### config.mk
export PLATFORM = sky130hd
export DESIGN_NAME = ihe_handler
export DESIGN_NICKNAME = d
export VERILOG_FILES = /design/src/ihe_pkg.sv /design/src/ihe_handler.sv
export SDC_FILE = /design/constraint.sdc
export NUM_CORES = 1
export LEC_CHECK = 0
export ABC_AREA = 1
export BUFFER_PORTS_ARGS = -buffer_cell sky130_fd_sc_hd__buf_4
export CAP_MARGIN = 20
export CORE_ASPECT_RATIO = 0.75
export CORE_MARGIN = 2
export CORE_UTILIZATION = 35
export CTS_BUF_LIST = sky130_fd_sc_hd__clkbuf_8
export DETAILED_ROUTE_END_ITERATION = 12
export GPL_TIMING_DRIVEN = 0
export PLACE_DENSITY = 0.67
export RECOVER_POWER = 50
export SYNTH_ARGS = -nofsm -noshare
export SYNTH_HDL_FRONTEND = slang
export SYNTH_SLANG_ARGS = --single-unit
export TNS_END_PERCENT = 20
### constraint.sdc
create_clock -name clk -period 1.4 [get_ports clk]
set_input_delay 0.14 -clock clk [delete_from_list [all_inputs] [get_ports clk]]
set_output_delay 0.14 -clock clk [all_outputs]
set_load 0.05 [all_outputs]
### src/ihe_pkg.sv
// Constants, register layout and state type of the interrupt handler
package ihe_pkg;

  localparam int          NUM_SRC      = 12;
  localparam logic [7:0]  IE_ADDR      = 8'ha8;
  localparam logic [7:0]  EIE_ADDR     = 8'he6;
  localparam logic [7:0]  IE_RESET     = 8'h00;
  localparam logic [7:0]  EIE_RESET    = 8'h00;
  localparam logic [7:0]  IE_WMASK     = 8'hbf;
  localparam logic [7:0]  EIE_WMASK    = 8'h3f;
  localparam int          IE_GATE_BIT  = 7;
  localparam int          IE_T2_BIT    = 5;
  localparam int          IE_UART_BIT  = 4;
  localparam int          IE_T1_BIT    = 3;
  localparam int          IE_EX1_BIT   = 2;
  localparam int          IE_T0_BIT    = 1;
  localparam int          IE_EX0_BIT   = 0;
  localparam int          SRC_EX0      = 0;
  localparam int          SRC_T0       = 1;
  localparam int          SRC_EX1      = 2;
  localparam int          SRC_T1       = 3;
  localparam int          SRC_UART     = 4;
  localparam int          SRC_T2       = 5;
  localparam int          NUM_EXT_SRC  = 6;
  localparam logic [15:0] VEC_BASE     = 16'h0003;
  localparam int          VEC_SHIFT    = 3;
  localparam logic [11:0] AUTO_CLR_DEF = 12'h00f;
  localparam logic [1:0]  LAG_RESET    = 2'h0;
  localparam logic [1:0]  LAG_ARMED    = 2'h2;
  localparam logic [1:0]  LAG_LAST     = 2'h1;

  typedef struct packed {
    logic [7:0]  ie;
    logic [7:0]  eie;
    logic [11:0] pend;
    logic [1:0]  ext_meta;
    logic [1:0]  ext_sync;
    logic [1:0]  ext_prev;
    logic [1:0]  lag;
    logic        ins_lo;
    logic        ins_hi;
    logic        call;
    logic [15:0] vaddr;
    logic [3:0]  vsrc;
    logic [7:0]  rdata;
  } ihe_state_t;

endpackage

### src/ihe_handler.sv
// Interrupt handler with global and per-source enables, two priority levels
`timescale 1ns/1ps
module ihe_handler #(
  parameter logic [11:0] AUTO_CLR = ihe_pkg::AUTO_CLR_DEF
) (
  input  wire logic                        clk,
  input  wire logic                        reset_n,
  input  wire logic [7:0]                  sfr_addr,
  input  wire logic                        sfr_wr,
  input  wire logic                        sfr_rd,
  input  wire logic [7:0]                  sfr_wdata,
  output logic      [7:0]                  sfr_rdata,
  input  wire logic                        ext_irq_zero_n,
  input  wire logic                        ext_irq_one_n,
  input  wire logic                        timer0_overflow_flag,
  input  wire logic                        timer1_overflow_flag,
  input  wire logic                        timer2_low_overflow_flag,
  input  wire logic                        timer2_high_overflow_flag,
  input  wire logic [ihe_pkg::NUM_SRC-1:0] periph_event,
  input  wire logic [ihe_pkg::NUM_SRC-1:0] flag_set,
  input  wire logic [ihe_pkg::NUM_SRC-1:0] flag_clear,
  input  wire logic [ihe_pkg::NUM_SRC-1:0] prio_high,
  input  wire logic                        instr_done,
  input  wire logic                        instr_single,
  input  wire logic                        return_from_irq_op,
  output logic                             irq_request,
  output logic                             long_call_op,
  output logic      [15:0]                 vector_addr,
  output logic      [3:0]                  vector_src,
  output logic      [7:0]                  int_enable_reg,
  output logic      [7:0]                  extended_int_enable_reg,
  output logic      [ihe_pkg::NUM_SRC-1:0] pending_flags,
  output logic      [1:0]                  service_active
);
  import ihe_pkg::*;

  ihe_state_t        cur;
  ihe_state_t        next_st;
  logic [NUM_SRC-1:0] src_en;
  logic [NUM_SRC-1:0] active;
  logic [NUM_SRC-1:0] req_hi;
  logic [NUM_SRC-1:0] req_lo;
  logic [NUM_SRC-1:0] hw_set;
  logic [NUM_SRC-1:0] auto_clr;
  logic [1:0]         ext_fall;
  logic               gate_ok;
  logic               cand_hi;
  logic               cand_lo;
  logic               take;
  logic [3:0]         sel;
  logic               ie_wr;
  logic               eie_wr;

  // Lowest index wins within a level
  function automatic logic [3:0] first_set(input logic [NUM_SRC-1:0] v);
    logic [3:0] idx;
    idx = 4'h0;
    for (int i = NUM_SRC - 1; i >= 0; i--) begin
      if (v[i]) begin
        idx = 4'(i);
      end
    end
    return idx;
  endfunction

  function automatic logic [15:0] vec_of(input logic [3:0] idx);
    return VEC_BASE + (16'(idx) << VEC_SHIFT);
  endfunction

  always_comb begin
    ie_wr  = sfr_wr && (sfr_addr == IE_ADDR);
    eie_wr = sfr_wr && (sfr_addr == EIE_ADDR);
    // Active-low external inputs request on a falling edge
    ext_fall = cur.ext_prev & ~cur.ext_sync;
    hw_set = periph_event;
    hw_set[SRC_EX0] = periph_event[SRC_EX0] | ext_fall[0];
    hw_set[SRC_EX1] = periph_event[SRC_EX1] | ext_fall[1];
    hw_set[SRC_T0]  = periph_event[SRC_T0] | timer0_overflow_flag;
    hw_set[SRC_T1]  = periph_event[SRC_T1] | timer1_overflow_flag;
    hw_set[SRC_T2]  = periph_event[SRC_T2] | timer2_low_overflow_flag
                      | timer2_high_overflow_flag;
    src_en = {cur.eie[NUM_EXT_SRC-1:0], 6'h00};
    src_en[SRC_EX0]  = cur.ie[IE_EX0_BIT];
    src_en[SRC_T0]   = cur.ie[IE_T0_BIT];
    src_en[SRC_EX1]  = cur.ie[IE_EX1_BIT];
    src_en[SRC_T1]   = cur.ie[IE_T1_BIT];
    src_en[SRC_UART] = cur.ie[IE_UART_BIT];
    src_en[SRC_T2]   = cur.ie[IE_T2_BIT];
    active = cur.pend & src_en;
    req_hi = active & prio_high;
    req_lo = active & ~prio_high;
    cand_hi = !cur.ins_hi && (|req_hi);
    cand_lo = !cur.ins_hi && !cur.ins_lo && (|req_lo);
    // Gate just cleared: the next single-cycle instruction may still let one in
    gate_ok = cur.ie[IE_GATE_BIT]
              || (cur.lag == LAG_LAST && instr_single);
    irq_request = (cand_hi || cand_lo) && gate_ok && !cur.call;
    // No vectoring on the return itself: one more instruction first
    take = irq_request && instr_done && !return_from_irq_op;
    sel = cand_hi ? first_set(req_hi) : first_set(req_lo);
    auto_clr = '0;
    if (take) begin
      auto_clr[sel] = AUTO_CLR[sel];
    end

    next_st = cur;
    next_st.call = take;
    next_st.ext_meta = {~ext_irq_one_n, ~ext_irq_zero_n};
    next_st.ext_sync = ~cur.ext_meta;
    next_st.ext_prev = cur.ext_sync;
    // Set wins over any clear in the same cycle
    next_st.pend = (cur.pend & ~(flag_clear | auto_clr)) | hw_set | flag_set;
    if (ie_wr) begin
      next_st.ie = sfr_wdata & IE_WMASK;
    end
    if (eie_wr) begin
      next_st.eie = sfr_wdata & EIE_WMASK;
    end
    if (ie_wr && cur.ie[IE_GATE_BIT] && !sfr_wdata[IE_GATE_BIT]) begin
      next_st.lag = instr_done ? LAG_LAST : LAG_ARMED;
    end else if (instr_done && cur.lag != LAG_RESET) begin
      next_st.lag = cur.lag - LAG_LAST;
    end
    if (return_from_irq_op) begin
      if (cur.ins_hi) begin
        next_st.ins_hi = 1'b0;
      end else begin
        next_st.ins_lo = 1'b0;
      end
    end
    if (take) begin
      next_st.vaddr = vec_of(sel);
      next_st.vsrc  = sel;
      if (cand_hi) begin
        next_st.ins_hi = 1'b1;
      end else begin
        next_st.ins_lo = 1'b1;
      end
    end
    if (sfr_rd) begin
      unique case (sfr_addr)
        IE_ADDR:  next_st.rdata = cur.ie;
        EIE_ADDR: next_st.rdata = cur.eie;
        default:  next_st.rdata = 8'h00;
      endcase
    end
  end

  always_ff @(posedge clk) begin
    if (!reset_n) begin
      cur       <= '0;
      cur.ie    <= IE_RESET;
      cur.eie   <= EIE_RESET;
      cur.lag   <= LAG_RESET;
      cur.ext_meta <= 2'h0;
      cur.ext_sync <= 2'h0;
      cur.ext_prev <= 2'h0;
    end else begin
      cur <= next_st;
    end
  end

  assign sfr_rdata               = cur.rdata;
  assign long_call_op            = cur.call;
  assign vector_addr             = cur.vaddr;
  assign vector_src              = cur.vsrc;
  assign int_enable_reg          = cur.ie;
  assign extended_int_enable_reg = cur.eie;
  assign pending_flags           = cur.pend;
  assign service_active          = {cur.ins_hi, cur.ins_lo};
endmodule

-- Word level (Yosys, flattened, before mapping)
Memory sizes are Yosys's and may differ from the RTL's.
Cells that the tools add are included.
W data, S select, Z words.
- add/sub/neg operators: 2
- order comparisons: 2
- equal/unequal tests: 3
- multiplexer cells: 38
- bitwise gates (word level): 21
- reductions and logical operators: 25
- operator list (operator ; number):
    $mux W4 ; 25
    $and A12 B12 Y12 ; 5
    $or A12 B12 Y12 ; 3
    $not A12 Y12 ; 2
    $reduce_or A12 Y1 ; 2
    $eq A8 B8 Y1 const B ; 2
    $pmux W8 S2 ; 1
    $logic_and A1 B1 Y1 ; 14
    $mux W12 ; 1
    $mux W2 ; 5
    $add A2 B7 Y8 const A ; 1
    $or A1 B1 Y1 ; 6
    $logic_not A1 Y1 ; 5
    $lt A4 B5 Y1 const B ; 1
    $mux W1 ; 5
    $demux W1 S4 ; 1
    $ge A4 B1 Y1 const B ; 1
    $not A2 Y2 ; 2
    $reduce_bool A2 Y1 ; 2
    $and A2 B2 Y2 ; 1
    $eq A2 B1 Y1 const B ; 1
    $logic_or A1 B1 Y1 ; 2
    $not A1 Y1 ; 2
    $sub A2 B1 Y2 const B ; 1
- bits in registers: 64
- bits in read-only memories: 16
- input bits: 77
- output and inout port bits: 60
- logic and storage cells: 105
- memories kept: 1
- memory list (memory ; depth ; width ; rd ports ; clocked after memory_dff ; wr ports ; RTL line ; text):
    (name not given) ; 16 ; 1 ; 1 ; 0 ; 0 ; ihe_handler.sv:103 ; auto_clr[sel] = AUTO_CLR[sel];

-- Logic depth before layout (Yosys ltp)
- depth after elaboration: 26
- mapped depth: 17
- depth with buffers taken out: 17

-- Worst setup path before layout
OpenSTA, ideal clock, no wires.
- path kind: register to output
- from: register cur, in the netlist int_enable_reg[1]
- to: output port irq_request
- arrival: 1.930 ns
- required time: 1.260 ns
- slack: -0.670 ns
- stages on the path, launching flop included: 7
- buffers on the path: 0
- cells stage by stage: dfxtp_1 nand3_1 nand2_2 nor2_2 nand3_2 nand2_4 a21boi_0
- word-level cells in the longest chain between the ends: 7
- elaborated cells on any way between the ends: 10
- those cells by class: bitwise (3); reduce/logical (7)
- RTL lines (what ; RTL line ; text):
    start: declaration ; ihe_handler.sv:37 ; ihe_state_t cur;
    start signal: assignment ; ihe_handler.sv:159 ; cur <= next_st;
    $and A12 B12 Y12 * ; ihe_handler.sv:89 ; active = cur.pend & src_en;
    $and A12 B12 Y12, on equally long branches ; ihe_handler.sv:90, ihe_handler.sv:91 ;
    $reduce_or A12 Y1, on equally long branches ; ihe_handler.sv:92, ihe_handler.sv:93 ;
    $logic_and A1 B1 Y1, on equally long branches ; ihe_handler.sv:92, ihe_handler.sv:93 ;
    $logic_or A1 B1 Y1 * ; ihe_handler.sv:97 ; irq_request = (cand_hi || cand_lo) && gate_ok && !cur.call;
    $logic_and A1 B1 Y1 * (2 in series) ; ihe_handler.sv:97 ;
    end: declaration ; ihe_handler.sv:26 ; output logic irq_request,
Every way passes the cells marked *; elsewhere a longest branch is shown, timed or not.

-- Final worst setup path
- from: register cur, in the netlist pending_flags[9]
- to: register cur, in the netlist pending_flags[2]
- word-level cells in the longest chain between the ends: 24
- elaborated cells on any way between the ends: 47
- those cells by class: order compare (2); mux (25); bitwise (9); reduce/logical (10); memory (1)
- RTL lines (what ; RTL line ; text):
    $and A12 B12 Y12 * ; ihe_handler.sv:89 ;
    $and A12 B12 Y12, on equally long branches ; ihe_handler.sv:91, ihe_handler.sv:90 ;
    $mux W4 (10 in series) ; ihe_handler.sv:59 ; if (v[i]) begin
    $mux W4 ; ihe_handler.sv:100 ; sel = cand_hi ? first_set(req_hi) : first_set(req_lo);
    $lt A4 B5 Y1 (not written as such) / $ge A4 B1 Y1 (equally long branches) ; ihe_handler.sv:103 ;
    $logic_and A1 B1 Y1 (not written as such) ; ihe_handler.sv:103 ;
    $mux W1 (not written as such) ; ihe_handler.sv:103 ;
    $demux W1 S4 ; ihe_handler.sv:103 ;
    $and A12 B12 Y12 (no line) ; n/a ;
    $mux W12 * ; ihe_handler.sv:102 ; if (take) begin
    $or A12 B12 Y12 * ; ihe_handler.sv:112 ; next_st.pend = (cur.pend & ~(flag_clear | auto_clr)) | hw_set | flag_set;
    $not A12 Y12 * ; ihe_handler.sv:112 ;
    $and A12 B12 Y12 * ; ihe_handler.sv:112 ;
    $or A12 B12 Y12 * (2 in series) ; ihe_handler.sv:112 ;
Every way passes the cells marked *; elsewhere a longest branch is shown, timed or not. The select of a mux whose other input is x is not followed.
A chain may end at the register's enable or synchronous reset.

==> impl_results.md <==
* Grt total ovfl at 0
* Remaining antenna violation count at 0
* Flops & latches, synth at between 40 and 50
* Post-Route WL at between 8 and 9 mm
* DP HPWL at 6.68 mm
* Chip height at 83.5 um
* Actual slew at the worst max-slew pin at between 500 and 600 ps
* Yosys warnings at 0
* Period utilisation layout at 121%
* TritonCTS Buffers at 5
* Routed len/inst at 12.6 um
* Outcome: finished, violations left
* Count of final setup violators at 13
* I/O pins at 137
* Total track usage at between 10% and 20%
* Clock network fraction of design power at 30.0%
* Core ar. at 0.00802 mm^2
* FILL cells at roughly 750
* Post-Layout Cell Count at 696
* Crit end category: register
* Crit path required time at between 1500 and 2000 ps
* Crit-path max FO at 6
* Max-Cap Viols at 0
* Clock Latency Late Sink at ~320 ps
* LEAKAGE at 2.36 nW
* Nets at 669
* Arrival @ worst endpoint at 1880 ps
* CTS tree: built
* Post-Syn Area at 0.00295 mm^2
* Initial antenna violation count at 0
* HP Class: in2reg
* Post-Syn Instances at approximately 430
* 1st-pass router iterations at 4
* First-pass GRT wire length at 13.4 mm
* Routability cong. at 0.881
* Max Slew Vio Count at 0
* Register area share after synthesis at roughly a third
* Fin crit period at 1700 ps
* CP Launch Type: register
* Comb power frac at 22.6%
* 1st-iter DRT viols at just over 100
* Clock sinks at 48
* Fin. Hold Viols at 0
* Int Pwr at ~0.0021 W
* Clock Skew at 11.7 ps
* Initial core utilization at 36.8%
* Cells after DPL at 670
* Violated checks: negative setup slack
* Switching power at 0.000926 W
* Root buffer cell: clkbuf_8
* Slew HR at 60.1%
* RSZ-0062 raised after global routing: true
* Vias in the first global route at 2,911
* Sequential power share at roughly 47%
* Layout cells sized above 1 at 48.7%
* Max reg flops at 12
* Synth cell types at 35
* DR vias/cell at 4.54
* Via count at 3,158
* IO buf count at 121
* Syn avg cell area at 6.84 um^2
* Total die area at 0.00918 mm^2
* Clk pin slew, worst setup/hold paths at 100 ps
* DRC errors left at 0
* Die W at between 100 and 150 um
* Setup slack after layout at -297 ps
* Switching share of power at a little under a third
* Min Hold Slack at 45.0 ps
* Pwr per Cell Area at 649 mW/mm^2
* Area Overhead vs Synth at 57.8%
* WS Path Type: reg2reg
* Diodes inserted at 0
* Rows at 28
* Achievable frequency at 0.589 GHz
* H-tree lvl count at 2
* Longest Clk Path Bufs at 2
* Peak supply drop at between 0.3 and 0.4 mV
* Largest net degree at the start of global routing at 16
## cell usage after synthesis, drive strengths merged
master | count | share of area [%]
a21boi | 1 | 0.25
o211ai | 5 | 1.3
a31oi | 2 | 0.42
a32o | 1 | 0.34
o22ai | 1 | 0.21
nand4 | 1 | 0.72
nand3b | 4 | 1.0
a211oi | 2 | 0.51
dfxtp | 48 | 33
or4 | 1 | 0.25
nand3 | 34 | 6.6
inv | 64 | 8.1
nor2 | 43 | 6.1
o21ai | 19 | 3.2
o221ai | 4 | 1.2
ha | 2 | 0.85
nor3b | 2 | 0.51
nor3 | 6 | 1.4
clkbuf | 5 | 0.64
nand2 | 91 | 12
conb | 1 | 0.13
o21bai | 1 | 0.25
buf | 61 | 15
a21oi | 32 | 5.7
## area by class of cell
cell class                      instances  area (um^2)  share of cell area, %
Inverter                               64          240                   5.16
Multi-Input combinational cell        266         1590                   34.2
Buffer                                 66          477                   10.2
Timing Repair Buffer                  139         1080                   23.2
Clock inverter                          2         15.0                  0.323
Sequential cell                        48         1040                   22.3
Tap cell                              105          131                   2.82
Clock buffer                            6         82.6                   1.77
## stage by stage
step	instance area (um^2)	utilization [%]	setup WS [ps]	power (W)	TNS, ps
2_1_floorplan	3000	-	-86.9	0.00186	-344
3_3_place_gp	4040	50.4	-406	0.00211	-3090
3_5_place_dp	4040	50.4	-432	0.00213	-3760
4_1_cts	4390	54.7	-322	0.00304	-2670
5_1_grt	4650	58.0	-409	0.00316	-4410
6_report	4650	58.0	-297	0.00302	-2830
## cell usage in the layout, fill, tap and decap left out, drive strengths merged
| master | n |
|---|---|
| buf | 197 |
| nand2 | 91 |
| inv | 64 |
| dfxtp | 48 |
| nor2 | 43 |
| nand3 | 34 |
| a21oi | 32 |
| o21ai | 19 |
| conb | 14 |
| clkbuf | 12 |
| nor3 | 6 |
| o211ai | 5 |
| nand3b | 4 |
| o221ai | 4 |
| nor3b | 2 |
| a211oi | 2 |
| ha | 2 |
| clkinvlp | 2 |
| dlygate4sd3 | 2 |
| a31oi | 2 |
| a21boi | 1 |
| nand4 | 1 |
| o22ai | 1 |
| a32o | 1 |
| or4 | 1 |
| o21bai | 1 |
## metal layers
layer | up-vias | track usage (%) | wire, um
li1 | 1617 | - | -
met1 | 1414 | 24.5 | 3760
met2 | 114 | 29.9 | 4110
met3 | 13 | 3.90 | 756
met4 | 0 | 5.18 | 133
met5 | - | 0 | 0
## power by group through the flow
stage | Clock (W) | Combinational [W] | Sequential, W
detailed placement | 0 | 0.000643 | 0.00148
global route | 0.000985 | 0.000730 | 0.00144
finish | 0.000906 | 0.000682 | 0.00143
CTS | 0.000928 | 0.000668 | 0.00144
floorplan | 0 | 0.000387 | 0.00147
global placement | 0 | 0.000634 | 0.00148
## critical path, cell delays in order, from the launching register on
cell and delay, ps:
dfxtp_2 360, nand3_2 90, nand2_2 140, nor2_4 60, nand3_4 110, nand2_8 90
nand2_4 90, nand4_4 130, buf_8 170, nor2_4 120, nand3_2 90, nand2_2 70
a21oi_2 40
## cell families after synthesis
logic type | synth area share [%]
other cells | 0.127
simple gates | 28.9
compound gates | 13.4
fa+ha+maj | 0.848
flops | 32.6
buf+inv | 24.2
## timing repair
| item | in CTS | in global routing |
|---|---|---|
| pin swaps | 17 | 31 |
| gates cloned | 0 | 1 |
| setup buffers | 10 | 5 |
| gates resized for setup | 58 | 50 |
| hold buffers | 2 | 0 |
| endpoints found under the setup margin | 13 | 13 |
| hold endpoints to repair | 2 | 0 |
## worst paths after layout
check	to	depth (start not counted)	startpoint	slack (ps)
max reg2reg	pending_flags[2]	12	pending_flags[9]	-300
min reg2reg	cur[35]	1	cur[37]	390
max	pending_flags[2]	12	pending_flags[9]	-300
min	pending_flags[8]	4	flag_clear[8]	50
(Power assumes the default switching activity.)
